===== src/hdl/dfc_pkg.sv =====
// constants and types shared by the drive frequency conditioning block
package dfc_pkg;
  // register byte offsets on the AHB-Lite slave
  localparam logic [7:0] ADDR_CTRL    = 8'h00;
  localparam logic [7:0] ADDR_FDET    = 8'h04;
  localparam logic [7:0] ADDR_OUTSEL  = 8'h08;
  localparam logic [7:0] ADDR_OFSMODE = 8'h0C;
  localparam logic [7:0] ADDR_FREQ1   = 8'h10;
  localparam logic [7:0] ADDR_FREQ2   = 8'h14;
  localparam logic [7:0] ADDR_FREQ3   = 8'h18;
  localparam logic [7:0] ADDR_JWIDTH  = 8'h1C;
  localparam logic [7:0] ADDR_MISEL   = 8'h20;
  localparam logic [7:0] ADDR_STATUS  = 8'h24;
  localparam logic [7:0] ADDR_FCMD    = 8'h28;

  // control register fields
  localparam int CTRL_VEC_BIT   = 0;
  localparam int CTRL_SRC_BIT   = 1;
  localparam int CTRL_LIMIT_LSB = 8;
  // status register fields
  localparam int STAT_ERR_BIT   = 3;
  localparam int STAT_LATCH_BIT = 4;
  localparam int STAT_CUR_BIT   = 5;
  localparam int STAT_CNT_LSB   = 8;
  // offset mode fields: upper digit in [7:4], lower digit in [3:0]
  localparam int OFS_X_LSB      = 4;

  // reset values
  localparam logic [15:0] RST_FREQ     = 16'h0000;
  localparam logic [7:0]  RST_OFS_MODE = 8'h00;
  localparam logic [7:0]  RST_CODE     = 8'h00;

  // selector codes
  localparam logic [7:0] FN_FREQ_GE = 8'h04;
  localparam logic [7:0] FN_FREQ_LE = 8'h05;
  localparam logic [7:0] MI_OFS1    = 8'h1E;
  localparam logic [7:0] MI_OFS2    = 8'h1F;
  localparam logic [7:0] MI_OFS3    = 8'h21;
  localparam logic [3:0] MODE_JUMP  = 4'h0;
  localparam logic [3:0] MODE_HZ    = 4'h1;
  localparam logic [3:0] MODE_PCT   = 4'h2;

  // ranges, 0.01 Hz and 0.01 % steps
  localparam logic [15:0] FREQ_LIMIT = 16'h9C40;
  localparam logic [31:0] PCT_FULL   = 32'h0000_2710;
  localparam logic [3:0]  RETRY_MAX  = 4'hA;

  // timing at 20 MHz
  localparam longint unsigned CLK_HZ           = 64'd20_000_000;
  localparam longint unsigned ERR_HOLD_MS      = 64'd1000;
  localparam longint unsigned ERR_HOLD_CYCLES  = CLK_HZ / 64'd1000 * ERR_HOLD_MS;
  localparam longint unsigned RETRY_WINDOW_MIN = 64'd10;
  localparam longint unsigned RETRY_WINDOW_CYCLES = CLK_HZ * 64'd60 * RETRY_WINDOW_MIN;

  typedef enum logic [1:0] {
    RT_IDLE  = 2'b00,
    RT_WATCH = 2'b01,
    RT_LATCH = 2'b10
  } dfc_retry_state_t;
endpackage


===== src/hdl/dfc_retry.sv =====
// automatic fault retry counter and fault latch
`timescale 1ns/1ps
module dfc_retry #(
  parameter longint unsigned WINDOW_CYCLES = dfc_pkg::RETRY_WINDOW_CYCLES
) (
  input  wire logic       clk_in,
  input  wire logic       rst_in,
  input  wire logic       ce_in,
  input  wire logic       fault_oc_in,
  input  wire logic       fault_ov_in,
  input  wire logic       fault_other_in,
  input  wire logic       fault_reset_in,
  input  wire logic [3:0] limit_in,
  output logic      [3:0] count_out,
  output logic            latched_out,
  output logic            restart_out
);
  dfc_pkg::dfc_retry_state_t state;
  logic [33:0] timer;
  logic        oc_q;
  logic        ov_q;
  logic        other_q;

  // rising edges of the fault levels
  wire retry_rise = (fault_oc_in & ~oc_q) | (fault_ov_in & ~ov_q);
  wire other_rise = fault_other_in & ~other_q;
  wire may_retry  = count_out < limit_in;
  // a fault arriving with the reset is kept, so the event is never lost
  wire clear_now  = fault_reset_in && !retry_rise && !other_rise;
  wire window_end = timer == 34'(WINDOW_CYCLES - 64'd1);

  assign latched_out = state == dfc_pkg::RT_LATCH;

  // retry sequencer; reset input clears state, count and timer unless a fault edge comes with it, power loss is rst_in
  always_ff @(posedge clk_in) begin
    if (rst_in) begin
      state       <= dfc_pkg::RT_IDLE;
      count_out   <= 4'h0;
      timer       <= 34'h0;
      restart_out <= 1'b0;
      oc_q        <= 1'b0;
      ov_q        <= 1'b0;
      other_q     <= 1'b0;
    end else if (ce_in) begin
      oc_q        <= fault_oc_in;
      ov_q        <= fault_ov_in;
      other_q     <= fault_other_in;
      restart_out <= 1'b0;
      if (clear_now) begin
        state     <= dfc_pkg::RT_IDLE;
        count_out <= 4'h0;
        timer     <= 34'h0;
      end else begin
        unique case (state)
          dfc_pkg::RT_IDLE, dfc_pkg::RT_WATCH: begin
            if (other_rise) begin
              state <= dfc_pkg::RT_LATCH;
            end else if (retry_rise && may_retry) begin
              count_out   <= count_out + 4'h1;
              restart_out <= 1'b1;
              state       <= dfc_pkg::RT_WATCH;
              timer       <= 34'h0;
            end else if (retry_rise) begin
              state <= dfc_pkg::RT_LATCH;
            end else if (state == dfc_pkg::RT_WATCH) begin
              if (window_end) begin
                count_out <= 4'h0;
                state     <= dfc_pkg::RT_IDLE;
              end else begin
                timer <= timer + 34'h1;
              end
            end
          end
          dfc_pkg::RT_LATCH: begin
            state <= dfc_pkg::RT_LATCH;
          end
          default: begin
            state <= dfc_pkg::RT_IDLE;
          end
        endcase
      end
    end
  end
endmodule


===== src/hdl/dfc_top.sv =====
// drive frequency conditioning: register file, detection, jump bands, offsets
// Contract
// - vector mode: source 0 torque, 1 current
// - V/f mode always detects by current
// - output code 4: on when freq >= level
// - output code 5: on when freq <= level
// - zero prohibited frequency disables that band
// - misordered jump frequencies: error one second, restore
// - avoid bands when steady, pass while ramping
// - retry restarts while count below limit (<=10)
// - only overcurrent and overvoltage faults retry
// - ten fault-free minutes clear retry count
// - fault reset or power loss clears count; a fault reset cycle that meets a new fault edge does not clear it
// - entries 0.01 Hz to 400 Hz, or 0.01 %
// - lower mode digit sets each offset sign
// - add selected signed offsets to reference
// - input codes 30, 31, 33 select offsets
//
// Added by the designer: the register offsets and the AHB-Lite slave port.
`timescale 1ns/1ps
module dfc_top #(
  parameter longint unsigned ERR_HOLD_CYCLES     = dfc_pkg::ERR_HOLD_CYCLES,
  parameter longint unsigned RETRY_WINDOW_CYCLES = dfc_pkg::RETRY_WINDOW_CYCLES
) (
  input  wire logic        clk_in,
  input  wire logic        rst_in,
  input  wire logic        ce_in,
  input  wire logic        hsel_in,
  input  wire logic [31:0] haddr_in,
  input  wire logic [1:0]  htrans_in,
  input  wire logic        hwrite_in,
  input  wire logic [2:0]  hsize_in,
  input  wire logic [31:0] hwdata_in,
  input  wire logic        hready_in,
  output logic      [31:0] hrdata_out,
  output logic             hreadyout_out,
  output logic             hresp_out,
  input  wire logic [15:0] freq_ref_in,
  input  wire logic [15:0] out_freq_in,
  input  wire logic [15:0] max_freq_in,
  input  wire logic        ramping_in,
  input  wire logic [3:0]  multi_in,
  input  wire logic        fault_oc_in,
  input  wire logic        fault_ov_in,
  input  wire logic        fault_other_in,
  input  wire logic        fault_reset_in,
  output logic      [15:0] freq_cmd_out,
  output logic      [2:0]  multi_out,
  output logic             detect_by_current_out,
  output logic             setting_error_out,
  output logic             fault_restart_out,
  output logic             fault_latched_out
);
  // software-visible settings
  logic        vector_mode;
  logic        torque_detect_source_select;
  logic [3:0]  retry_count_limit;
  logic [15:0] freq_detect_level;
  logic [7:0]  output_function_select [0:2];
  logic [7:0]  offset_mode_select;
  logic [15:0] jump_or_offset_freq [0:2];
  logic [15:0] jump_band_width;
  logic [7:0]  multi_input_select [0:3];
  // bus and internal state
  logic        wr_pend;
  logic [7:0]  wr_addr;
  logic [24:0] err_timer;
  logic [3:0]  retry_count;

  // address phase decode; only whole-word accesses are expected
  wire        addr_phase = hsel_in && htrans_in[1] && hready_in && ce_in;
  wire        addr_hit   = haddr_in[31:8] == 24'h000000;
  wire [7:0]  addr_lo    = haddr_in[7:0];
  wire        wr_now     = wr_pend && ce_in;
  wire [3:0]  mode_x     = offset_mode_select[7:dfc_pkg::OFS_X_LSB];
  wire [3:0]  mode_y     = offset_mode_select[3:0];
  wire        mode_jump  = !(mode_x == dfc_pkg::MODE_HZ || mode_x == dfc_pkg::MODE_PCT);
  wire        order_bad  = mode_jump && !(jump_or_offset_freq[0] >= jump_or_offset_freq[1] &&
                                          jump_or_offset_freq[1] >= jump_or_offset_freq[2]);
  wire [3:0]  limit_wr   = (hwdata_in[dfc_pkg::CTRL_LIMIT_LSB +: 4] > dfc_pkg::RETRY_MAX) ?
                           dfc_pkg::RETRY_MAX : hwdata_in[dfc_pkg::CTRL_LIMIT_LSB +: 4];
  // entries above 400 Hz are clamped at the write, so range holds in every mode
  wire [15:0] freq_wr    = (hwdata_in[15:0] > dfc_pkg::FREQ_LIMIT) ? dfc_pkg::FREQ_LIMIT : hwdata_in[15:0];

  assign hreadyout_out = ce_in; // zero wait states while running
  assign hresp_out     = 1'b0;
  assign setting_error_out = err_timer != 25'h0;
  assign detect_by_current_out = !vector_mode || torque_detect_source_select;

  // read mux, sampled in the address phase so the data phase sees a flop
  logic [31:0] rd_mux;
  always_comb begin
    rd_mux = 32'h0000_0000;
    if (addr_hit) begin
      unique case (addr_lo)
        dfc_pkg::ADDR_CTRL: begin
          rd_mux[dfc_pkg::CTRL_VEC_BIT] = vector_mode;
          rd_mux[dfc_pkg::CTRL_SRC_BIT] = torque_detect_source_select;
          rd_mux[dfc_pkg::CTRL_LIMIT_LSB +: 4] = retry_count_limit;
        end
        dfc_pkg::ADDR_FDET:    rd_mux[15:0] = freq_detect_level;
        dfc_pkg::ADDR_OUTSEL:  rd_mux[23:0] = {output_function_select[2], output_function_select[1],
                                                output_function_select[0]};
        dfc_pkg::ADDR_OFSMODE: rd_mux[7:0] = offset_mode_select;
        dfc_pkg::ADDR_FREQ1:   rd_mux[15:0] = jump_or_offset_freq[0];
        dfc_pkg::ADDR_FREQ2:   rd_mux[15:0] = jump_or_offset_freq[1];
        dfc_pkg::ADDR_FREQ3:   rd_mux[15:0] = jump_or_offset_freq[2];
        dfc_pkg::ADDR_JWIDTH:  rd_mux[15:0] = jump_band_width;
        dfc_pkg::ADDR_MISEL:   rd_mux = {multi_input_select[3], multi_input_select[2],
                                         multi_input_select[1], multi_input_select[0]};
        dfc_pkg::ADDR_STATUS: begin
          rd_mux[2:0] = multi_out;
          rd_mux[dfc_pkg::STAT_ERR_BIT]   = setting_error_out;
          rd_mux[dfc_pkg::STAT_LATCH_BIT] = fault_latched_out;
          rd_mux[dfc_pkg::STAT_CUR_BIT]   = detect_by_current_out;
          rd_mux[dfc_pkg::STAT_CNT_LSB +: 4] = retry_count;
        end
        dfc_pkg::ADDR_FCMD:    rd_mux[15:0] = freq_cmd_out;
        default:               rd_mux = 32'h0000_0000;
      endcase
    end
  end

  // bus pipeline: address phase capture, unmapped writes are dropped
  always_ff @(posedge clk_in) begin
    if (rst_in) begin
      wr_pend    <= 1'b0;
      wr_addr    <= 8'h00;
      hrdata_out <= 32'h0000_0000;
    end else if (ce_in) begin
      wr_pend <= addr_phase && hwrite_in && addr_hit;
      wr_addr <= addr_lo;
      if (addr_phase && !hwrite_in) begin
        hrdata_out <= rd_mux;
      end
    end
  end

  // settings written in the data phase
  always_ff @(posedge clk_in) begin
    if (rst_in) begin
      vector_mode                 <= 1'b0;
      torque_detect_source_select <= 1'b0;
      retry_count_limit           <= 4'h0;
      freq_detect_level           <= dfc_pkg::RST_FREQ;
      offset_mode_select          <= dfc_pkg::RST_OFS_MODE;
      jump_band_width             <= dfc_pkg::RST_FREQ;
      for (int i = 0; i < 3; i++) begin
        output_function_select[i] <= dfc_pkg::RST_CODE;
      end
      for (int i = 0; i < 4; i++) begin
        multi_input_select[i] <= dfc_pkg::RST_CODE;
      end
    end else if (wr_now) begin
      unique case (wr_addr)
        dfc_pkg::ADDR_CTRL: begin
          vector_mode                 <= hwdata_in[dfc_pkg::CTRL_VEC_BIT];
          torque_detect_source_select <= hwdata_in[dfc_pkg::CTRL_SRC_BIT];
          retry_count_limit           <= limit_wr;
        end
        dfc_pkg::ADDR_FDET:    freq_detect_level <= hwdata_in[15:0];
        dfc_pkg::ADDR_OUTSEL: begin
          for (int i = 0; i < 3; i++) begin
            output_function_select[i] <= hwdata_in[8*i +: 8];
          end
        end
        dfc_pkg::ADDR_OFSMODE: offset_mode_select <= hwdata_in[7:0];
        dfc_pkg::ADDR_JWIDTH:  jump_band_width <= hwdata_in[15:0];
        dfc_pkg::ADDR_MISEL: begin
          for (int i = 0; i < 4; i++) begin
            multi_input_select[i] <= hwdata_in[8*i +: 8];
          end
        end
        default: begin
        end
      endcase
    end
  end

  // frequency entries; restore on a misordered set wins over a new write
  always_ff @(posedge clk_in) begin
    if (rst_in) begin
      err_timer <= 25'h0;
      for (int i = 0; i < 3; i++) begin
        jump_or_offset_freq[i] <= dfc_pkg::RST_FREQ;
      end
    end else if (ce_in) begin
      if (order_bad) begin
        err_timer <= 25'(ERR_HOLD_CYCLES);
        for (int i = 0; i < 3; i++) begin
          jump_or_offset_freq[i] <= dfc_pkg::RST_FREQ;
        end
      end else begin
        if (err_timer != 25'h0) begin
          err_timer <= err_timer - 25'h1;
        end
        if (wr_pend && wr_addr == dfc_pkg::ADDR_FREQ1) jump_or_offset_freq[0] <= freq_wr;
        if (wr_pend && wr_addr == dfc_pkg::ADDR_FREQ2) jump_or_offset_freq[1] <= freq_wr;
        if (wr_pend && wr_addr == dfc_pkg::ADDR_FREQ3) jump_or_offset_freq[2] <= freq_wr;
      end
    end
  end

  // per entry: band edges, offset select, signed offset term
  logic [2:0]         band_hit;
  logic [15:0]        band_lo [0:2];
  logic [2:0]         ofs_sel;
  logic signed [18:0] ofs_term [0:2];
  logic [7:0]         mi_code [0:2];
  assign mi_code[0] = dfc_pkg::MI_OFS1;
  assign mi_code[1] = dfc_pkg::MI_OFS2;
  assign mi_code[2] = dfc_pkg::MI_OFS3;

  genvar k;
  generate
    for (k = 0; k < 3; k++) begin : g_entry
      wire [15:0] half    = {1'b0, jump_band_width[15:1]};
      wire [15:0] f       = jump_or_offset_freq[k];
      wire [16:0] hi      = {1'b0, f} + {1'b0, half};
      wire [31:0] pct_hz  = (32'(f) * 32'(max_freq_in)) / dfc_pkg::PCT_FULL;
      wire [15:0] mag     = (mode_x == dfc_pkg::MODE_PCT) ? pct_hz[15:0] : f;
      wire        neg     = mode_y[3] | mode_y[k];
      wire [3:0]  in_hits;
      assign band_lo[k]  = (f > half) ? f - half : 16'h0000;
      assign band_hit[k] = (f != 16'h0000) && freq_ref_in >= band_lo[k] &&
                           {1'b0, freq_ref_in} <= hi;
      for (genvar m = 0; m < 4; m++) begin : g_in
        assign in_hits[m] = multi_in[m] && multi_input_select[m] == mi_code[k];
      end
      assign ofs_sel[k]  = |in_hits;
      assign ofs_term[k] = !ofs_sel[k] ? 19'sh00000 :
                           neg ? -$signed({3'b000, mag}) : $signed({3'b000, mag});
    end
  endgenerate

  // steady reference is parked at the lower edge of the first band it sits in
  wire [15:0] jumped = ramping_in  ? freq_ref_in :
                       band_hit[0] ? band_lo[0] :
                       band_hit[1] ? band_lo[1] :
                       band_hit[2] ? band_lo[2] : freq_ref_in;
  // offsets sum then clamp into 0 .. 400 Hz
  wire signed [18:0] ofs_sum = ofs_term[0] + ofs_term[1] + ofs_term[2];
  wire signed [18:0] shifted = $signed({3'b000, freq_ref_in}) + ofs_sum;
  wire [15:0] offset_ref = shifted < 0 ? 16'h0000 :
                           shifted > $signed({3'b000, dfc_pkg::FREQ_LIMIT}) ? dfc_pkg::FREQ_LIMIT :
                           shifted[15:0];
  wire [15:0] next_freq_cmd = mode_jump ? jumped : offset_ref;

  // frequency detection outputs, one per selector
  logic [2:0] next_multi;
  generate
    for (k = 0; k < 3; k++) begin : g_out
      assign next_multi[k] =
        (output_function_select[k] == dfc_pkg::FN_FREQ_GE && out_freq_in >= freq_detect_level) ||
        (output_function_select[k] == dfc_pkg::FN_FREQ_LE && out_freq_in <= freq_detect_level);
    end
  endgenerate

  // registered data outputs
  always_ff @(posedge clk_in) begin
    if (rst_in) begin
      freq_cmd_out <= 16'h0000;
      multi_out    <= 3'b000;
    end else if (ce_in) begin
      freq_cmd_out <= next_freq_cmd;
      multi_out    <= next_multi;
    end
  end

  // fault retry sequencer
  dfc_retry #(
    .WINDOW_CYCLES (RETRY_WINDOW_CYCLES)
  ) u_retry (
    .clk_in         (clk_in),
    .rst_in         (rst_in),
    .ce_in          (ce_in),
    .fault_oc_in    (fault_oc_in),
    .fault_ov_in    (fault_ov_in),
    .fault_other_in (fault_other_in),
    .fault_reset_in (fault_reset_in),
    .limit_in       (retry_count_limit),
    .count_out      (retry_count),
    .latched_out    (fault_latched_out),
    .restart_out    (fault_restart_out)
  );
endmodule


===== config.mk =====
export PLATFORM = sky130hd
export DESIGN_NAME = dfc_top
export DESIGN_NICKNAME = d
export VERILOG_FILES = /design/src/hdl/dfc_pkg.sv /design/src/hdl/dfc_retry.sv /design/src/hdl/dfc_top.sv
export SDC_FILE = /design/constraint.sdc
export NUM_CORES = 2
export LEC_CHECK = 0
export ABC_AREA = 1
export BUFFER_PORTS_ARGS = -buffer_cell sky130_fd_sc_hd__buf_2
export CORE_UTILIZATION = 45
export CTS_CLUSTER_DIAMETER = 40
export CTS_CLUSTER_SIZE = 24
export DETAILED_ROUTE_END_ITERATION = 7
export GPL_TIMING_DRIVEN = 0
export PLACE_DENSITY = 0.7
export SYNTH_ARGS = -nofsm -noshare
export SYNTH_HDL_FRONTEND = slang
export SYNTH_SLANG_ARGS = --single-unit

===== constraint.sdc =====
create_clock -name clk_in -period 23.4 [get_ports clk_in]
set_clock_uncertainty 0.05 [all_clocks]
set_input_delay 3.51 -clock clk_in [delete_from_list [all_inputs] [get_ports clk_in]]
set_output_delay 3.51 -clock clk_in [all_outputs]
set_load 0.05 [all_outputs]

==> tab_implementation.tex <==
\begin{tabular}{lr}
\hline
Metric & Value \\
\hline
\multicolumn{2}{l}{\textbf{Die}} \\
Total Die Area & 168000 um\^{}2 \\
Floorplan row count & 149 \\
Core ar. & 165000 um\^{}2 \\
Y dimension of the die & 409.9 um \\
Horizontal extent of the die & 409.9 um \\
Starting density of the core & 45.38\% \\
Top-level I/O count & 189 \\
\multicolumn{2}{l}{\textbf{Routing}} \\
Violation count after the first detailed-route iteration & 6425 \\
Number of routed nets with antenna violations & 0 \\
Count of TritonRoute iterations in the first routing pass & 7 \\
Post-route DRC violation count & 0 \\
Vias per inst & 5.451 \\
Wire per inst & 19.76 um \\
WL final & 278.0 mm \\
Vias after detailed routing & 76.68k \\
\multicolumn{2}{l}{\textbf{Timing}} \\
RSZ-0062 raised after global routing & yes \\
Min cycle time layout & 26.17 ns \\
Relative slew slack & 0.6420\% \\
Max-slew violation count & 0 \\
Worst slew pin tran & 1.490 ns \\
Final Cycle Share & 111.8\% \\
Setup ws final & -2.771 ns \\
Highest clock rate & 38.21 MHz \\
Fin. Hold Viols & 0 \\
Final setup violation count & 16 \\
Worst hold slack & 0.4043 ns \\
\multicolumn{2}{l}{\textbf{Logic synthesis}} \\
Top FF cell, synth & sky130\_fd\_sc\_hd\_\_dfxtp\_1 \\
Number of warning messages in the yosys log & 0 \\
Mapped Area & 74870 um\^{}2 \\
Synthesized netlist net count & 12.40k \\
Most area-consuming cells after synthesis & sky130\_fd\_sc\_hd\_\_fa\_1 (17\%), sky130\_fd\_sc\_hd\_\_nand2\_1 (13\%), sky130\_fd\_sc\_hd\_\_inv\_1 (11\%) \\
EDFF count, synth & 104 \\
Count of unique library cells instantiated by Yosys & 90 \\
Proportion of synthesized chip area in sequential cells & 8.851\% \\
Share of the synthesized area in the top cell type & 16.63\% \\
Cells after synthesis & 11.07k \\
Async set or reset register ratio after synthesis & 0\% \\
Number of synthesized register bits & 279 \\
Synth area leader & sky130\_fd\_sc\_hd\_\_fa\_1 \\
Avg Cell Area, Syn & 6.762 um\^{}2 \\
\multicolumn{2}{l}{\textbf{Global route}} \\
Pin count of the biggest net entering global routing & 33 \\
Total track usage & 31.24\% \\
Wire length of the first global-routing pass & 411.2 mm \\
Vias in the first global route & 72.52k \\
Total global routing overflow & 0 \\
Number of antenna violations at the first check in global routing & 15 \\
\multicolumn{2}{l}{\textbf{Placed design}} \\
Detailed-placement wirelength estimate & 219.4 mm \\
GPL Wtd Cong & 1.033 \\
Port Buffers & 166 \\
\multicolumn{2}{l}{\textbf{Finish}} \\
Area taken by multi-input logic gates & 63430 um\^{}2 \\
FF/Latch Area & 6626 um\^{}2 \\
Number of nets in the final layout & 13.18k \\
Fillers & 15.13k \\
Fraction of layout instances using a drive strength above 1 & 26.40\% \\
Post-synthesis to final-layout area growth & 21.99\% \\
\multicolumn{2}{l}{\textbf{Critical path}} \\
Critical Path Most Common Cell & sky130\_fd\_sc\_hd\_\_nand2\_4 \\
Worst path arrival time & 26.55 ns \\
Endpoint required time on the critical path & 23.78 ns \\
Nature of the critical path endpoint & flop \\
Startpoint class of the critical path & primary input \\
Kind of critical path & primary input to flop \\
Largest fanout on the critical path & 8 \\
Max incr delay on CP & 0.58 ns \\
Worst-path cell with the longest stage delay & sky130\_fd\_sc\_hd\_\_fa\_2 \\
\multicolumn{2}{l}{\textbf{Clock tree}} \\
CTS HTree Levels & 2 \\
Number of buffers between clock root and the deepest sink & 3 \\
Root cell of the clock tree & sky130\_fd\_sc\_hd\_\_clkbuf\_16 \\
Number of clock buffers inserted by TritonCTS & 35 \\
Clock tree from TritonCTS & built \\
Clock transition at the register clock pins on the worst setup and hold paths after CTS & 0.07 ns \\
Num Clock Sinks & 279 \\
Clock insertion delay at the later pin of the skew report & 0.57 ns \\
\multicolumn{2}{l}{\textbf{Run}} \\
Max Cap Viol & 0 \\
\multicolumn{2}{l}{\textbf{Run status}} \\
Result of the run & finished with violations \\
Violated checks & negative setup slack \\
\multicolumn{2}{l}{\textbf{Hold path}} \\
Hold WC Path Type & flop to flop \\
\hline
\end{tabular}
[repair_timing]
item	CTS	global route
cloned	17	16
pin swaps	250	513
endpoints found under the setup margin	16	16
hold buffers	0	0
gates resized for setup	428	851
buffers inserted	205	333
[through the flow]
step / util, % / area, um^2 / setup slack, ns / TNS, ns / std cells
2_1_floorplan: - / 76190 / -0.4950 / -7.073 / 11070
3_3_place_gp: 48.34 / 79760 / -5.164 / -80.13 / 13430
3_5_place_dp: 48.37 / 79810 / -5.544 / -86.47 / 13430
4_1_cts: 51.45 / 84890 / -2.364 / -36.80 / 13710
5_1_grt: 55.35 / 91310 / -3.869 / -60.79 / 14060
6_report: 55.35 / 91330 / -2.771 / -41.79 / 14070
[routing by layer]
layer | up-vias | global-route usage, % | wire [um]
met1 | 36440 | 39.36 | 108900
li1 | 36100 | - | -
met5 | - | 0 | 154
met3 | 793 | 7.004 | 26970
met4 | 20 | 14.34 | 17130
met2 | 3323 | 50.67 | 124800
[layout make-up]
class,count,share of cell area (%)
Inverter,2300,9.731
Sequential cell,279,7.256
Tap cell,2189,2.999
Clock buffer,39,1.021
Timing Repair inverter,1,0.006850
Antenna cell,5,0.01370
Clock inverter,24,0.2946
Buffer,297,3.099
Timing Repair Buffer,722,6.121
Multi-Input combinational cell,8210,69.46
[critical path, delay by kind of cell]
| kind | cells | cell delay [ns] |
|---|---|---|
| AND/OR/NAND/NOR | 112 | 11.10 |
| adder cells (fa/ha/maj) | 11 | 4.93 |
| AO/OA/AOI/OAI | 23 | 3.89 |
| XOR/XNOR | 1 | 0.25 |
| buffers and inverters | 25 | 2.72 |
[logic make-up after synthesis]
family	after synthesis	share of synthesized area (%)
xor gates and xnor gates	266	3.222
DFF	279	8.851
other	1	0.005009
buffers and inverters	2597	14.01
and+or+nand+nor	5543	38.15
adders and majority gates	1197	26.24
AOI/OAI and AO/OA	1189	9.519
[synth_stat cells, drive strengths merged (41+ instances only)]
cell type	instances
xnor2	62
ha	575
inv	2247
edfxtp	104
clkinv	52
nor4	52
clkbuf	236
a21oi	501
o21bai	42
nand4	179
dfxtp	175
xor2	204
nand2	3456
fa	622
nand3	910
nor3	91
nand3b	41
nor2	755
buf	58
o21ai	427
[worst paths after layout]
path	from	cells past startpoint	slack, ns	to
setup / recovery	max_freq_in[12]	172	-2.77	freq_cmd_out[15]
hold / removal	u_retry.timer[4]	2	0.40	u_retry.timer[4]
setup reg to reg	jump_or_offset_freq[0][20]	172	-1.82	freq_cmd_out[15]
hold reg to reg	u_retry.timer[4]	2	0.40	u_retry.timer[4]
[sequential cells by signal (all words and copies together), names as in the netlist, 24 cells and up]
name / count
output_function_select: 24
jump_or_offset_freq: 48
hrdata_out: 32
u_retry.timer: 34
multi_input_select: 32
err_timer: 25
[layout by cell type (no fill, tap or decap), types with 144 or more instances in the layout]
cell type,instances
sky130_fd_sc_hd__nand2_1,2409
sky130_fd_sc_hd__inv_1,2058
sky130_fd_sc_hd__nand3_1,631
sky130_fd_sc_hd__nand2_2,616
sky130_fd_sc_hd__fa_1,604
sky130_fd_sc_hd__ha_1,526
sky130_fd_sc_hd__buf_4,504
sky130_fd_sc_hd__nor2_1,455
sky130_fd_sc_hd__a21oi_1,413
sky130_fd_sc_hd__nand2_4,395
sky130_fd_sc_hd__o21ai_0,300
sky130_fd_sc_hd__xor2_1,190
sky130_fd_sc_hd__nor2_4,189
sky130_fd_sc_hd__nand3_2,175
sky130_fd_sc_hd__dfxtp_1,175
sky130_fd_sc_hd__buf_2,167
sky130_fd_sc_hd__nand4_1,157
sky130_fd_sc_hd__inv_2,151
sky130_fd_sc_hd__clkbuf_1,144
Power is not shown: default switching activity piles up to over one toggle a cycle in this logic, so the estimate is an artifact.
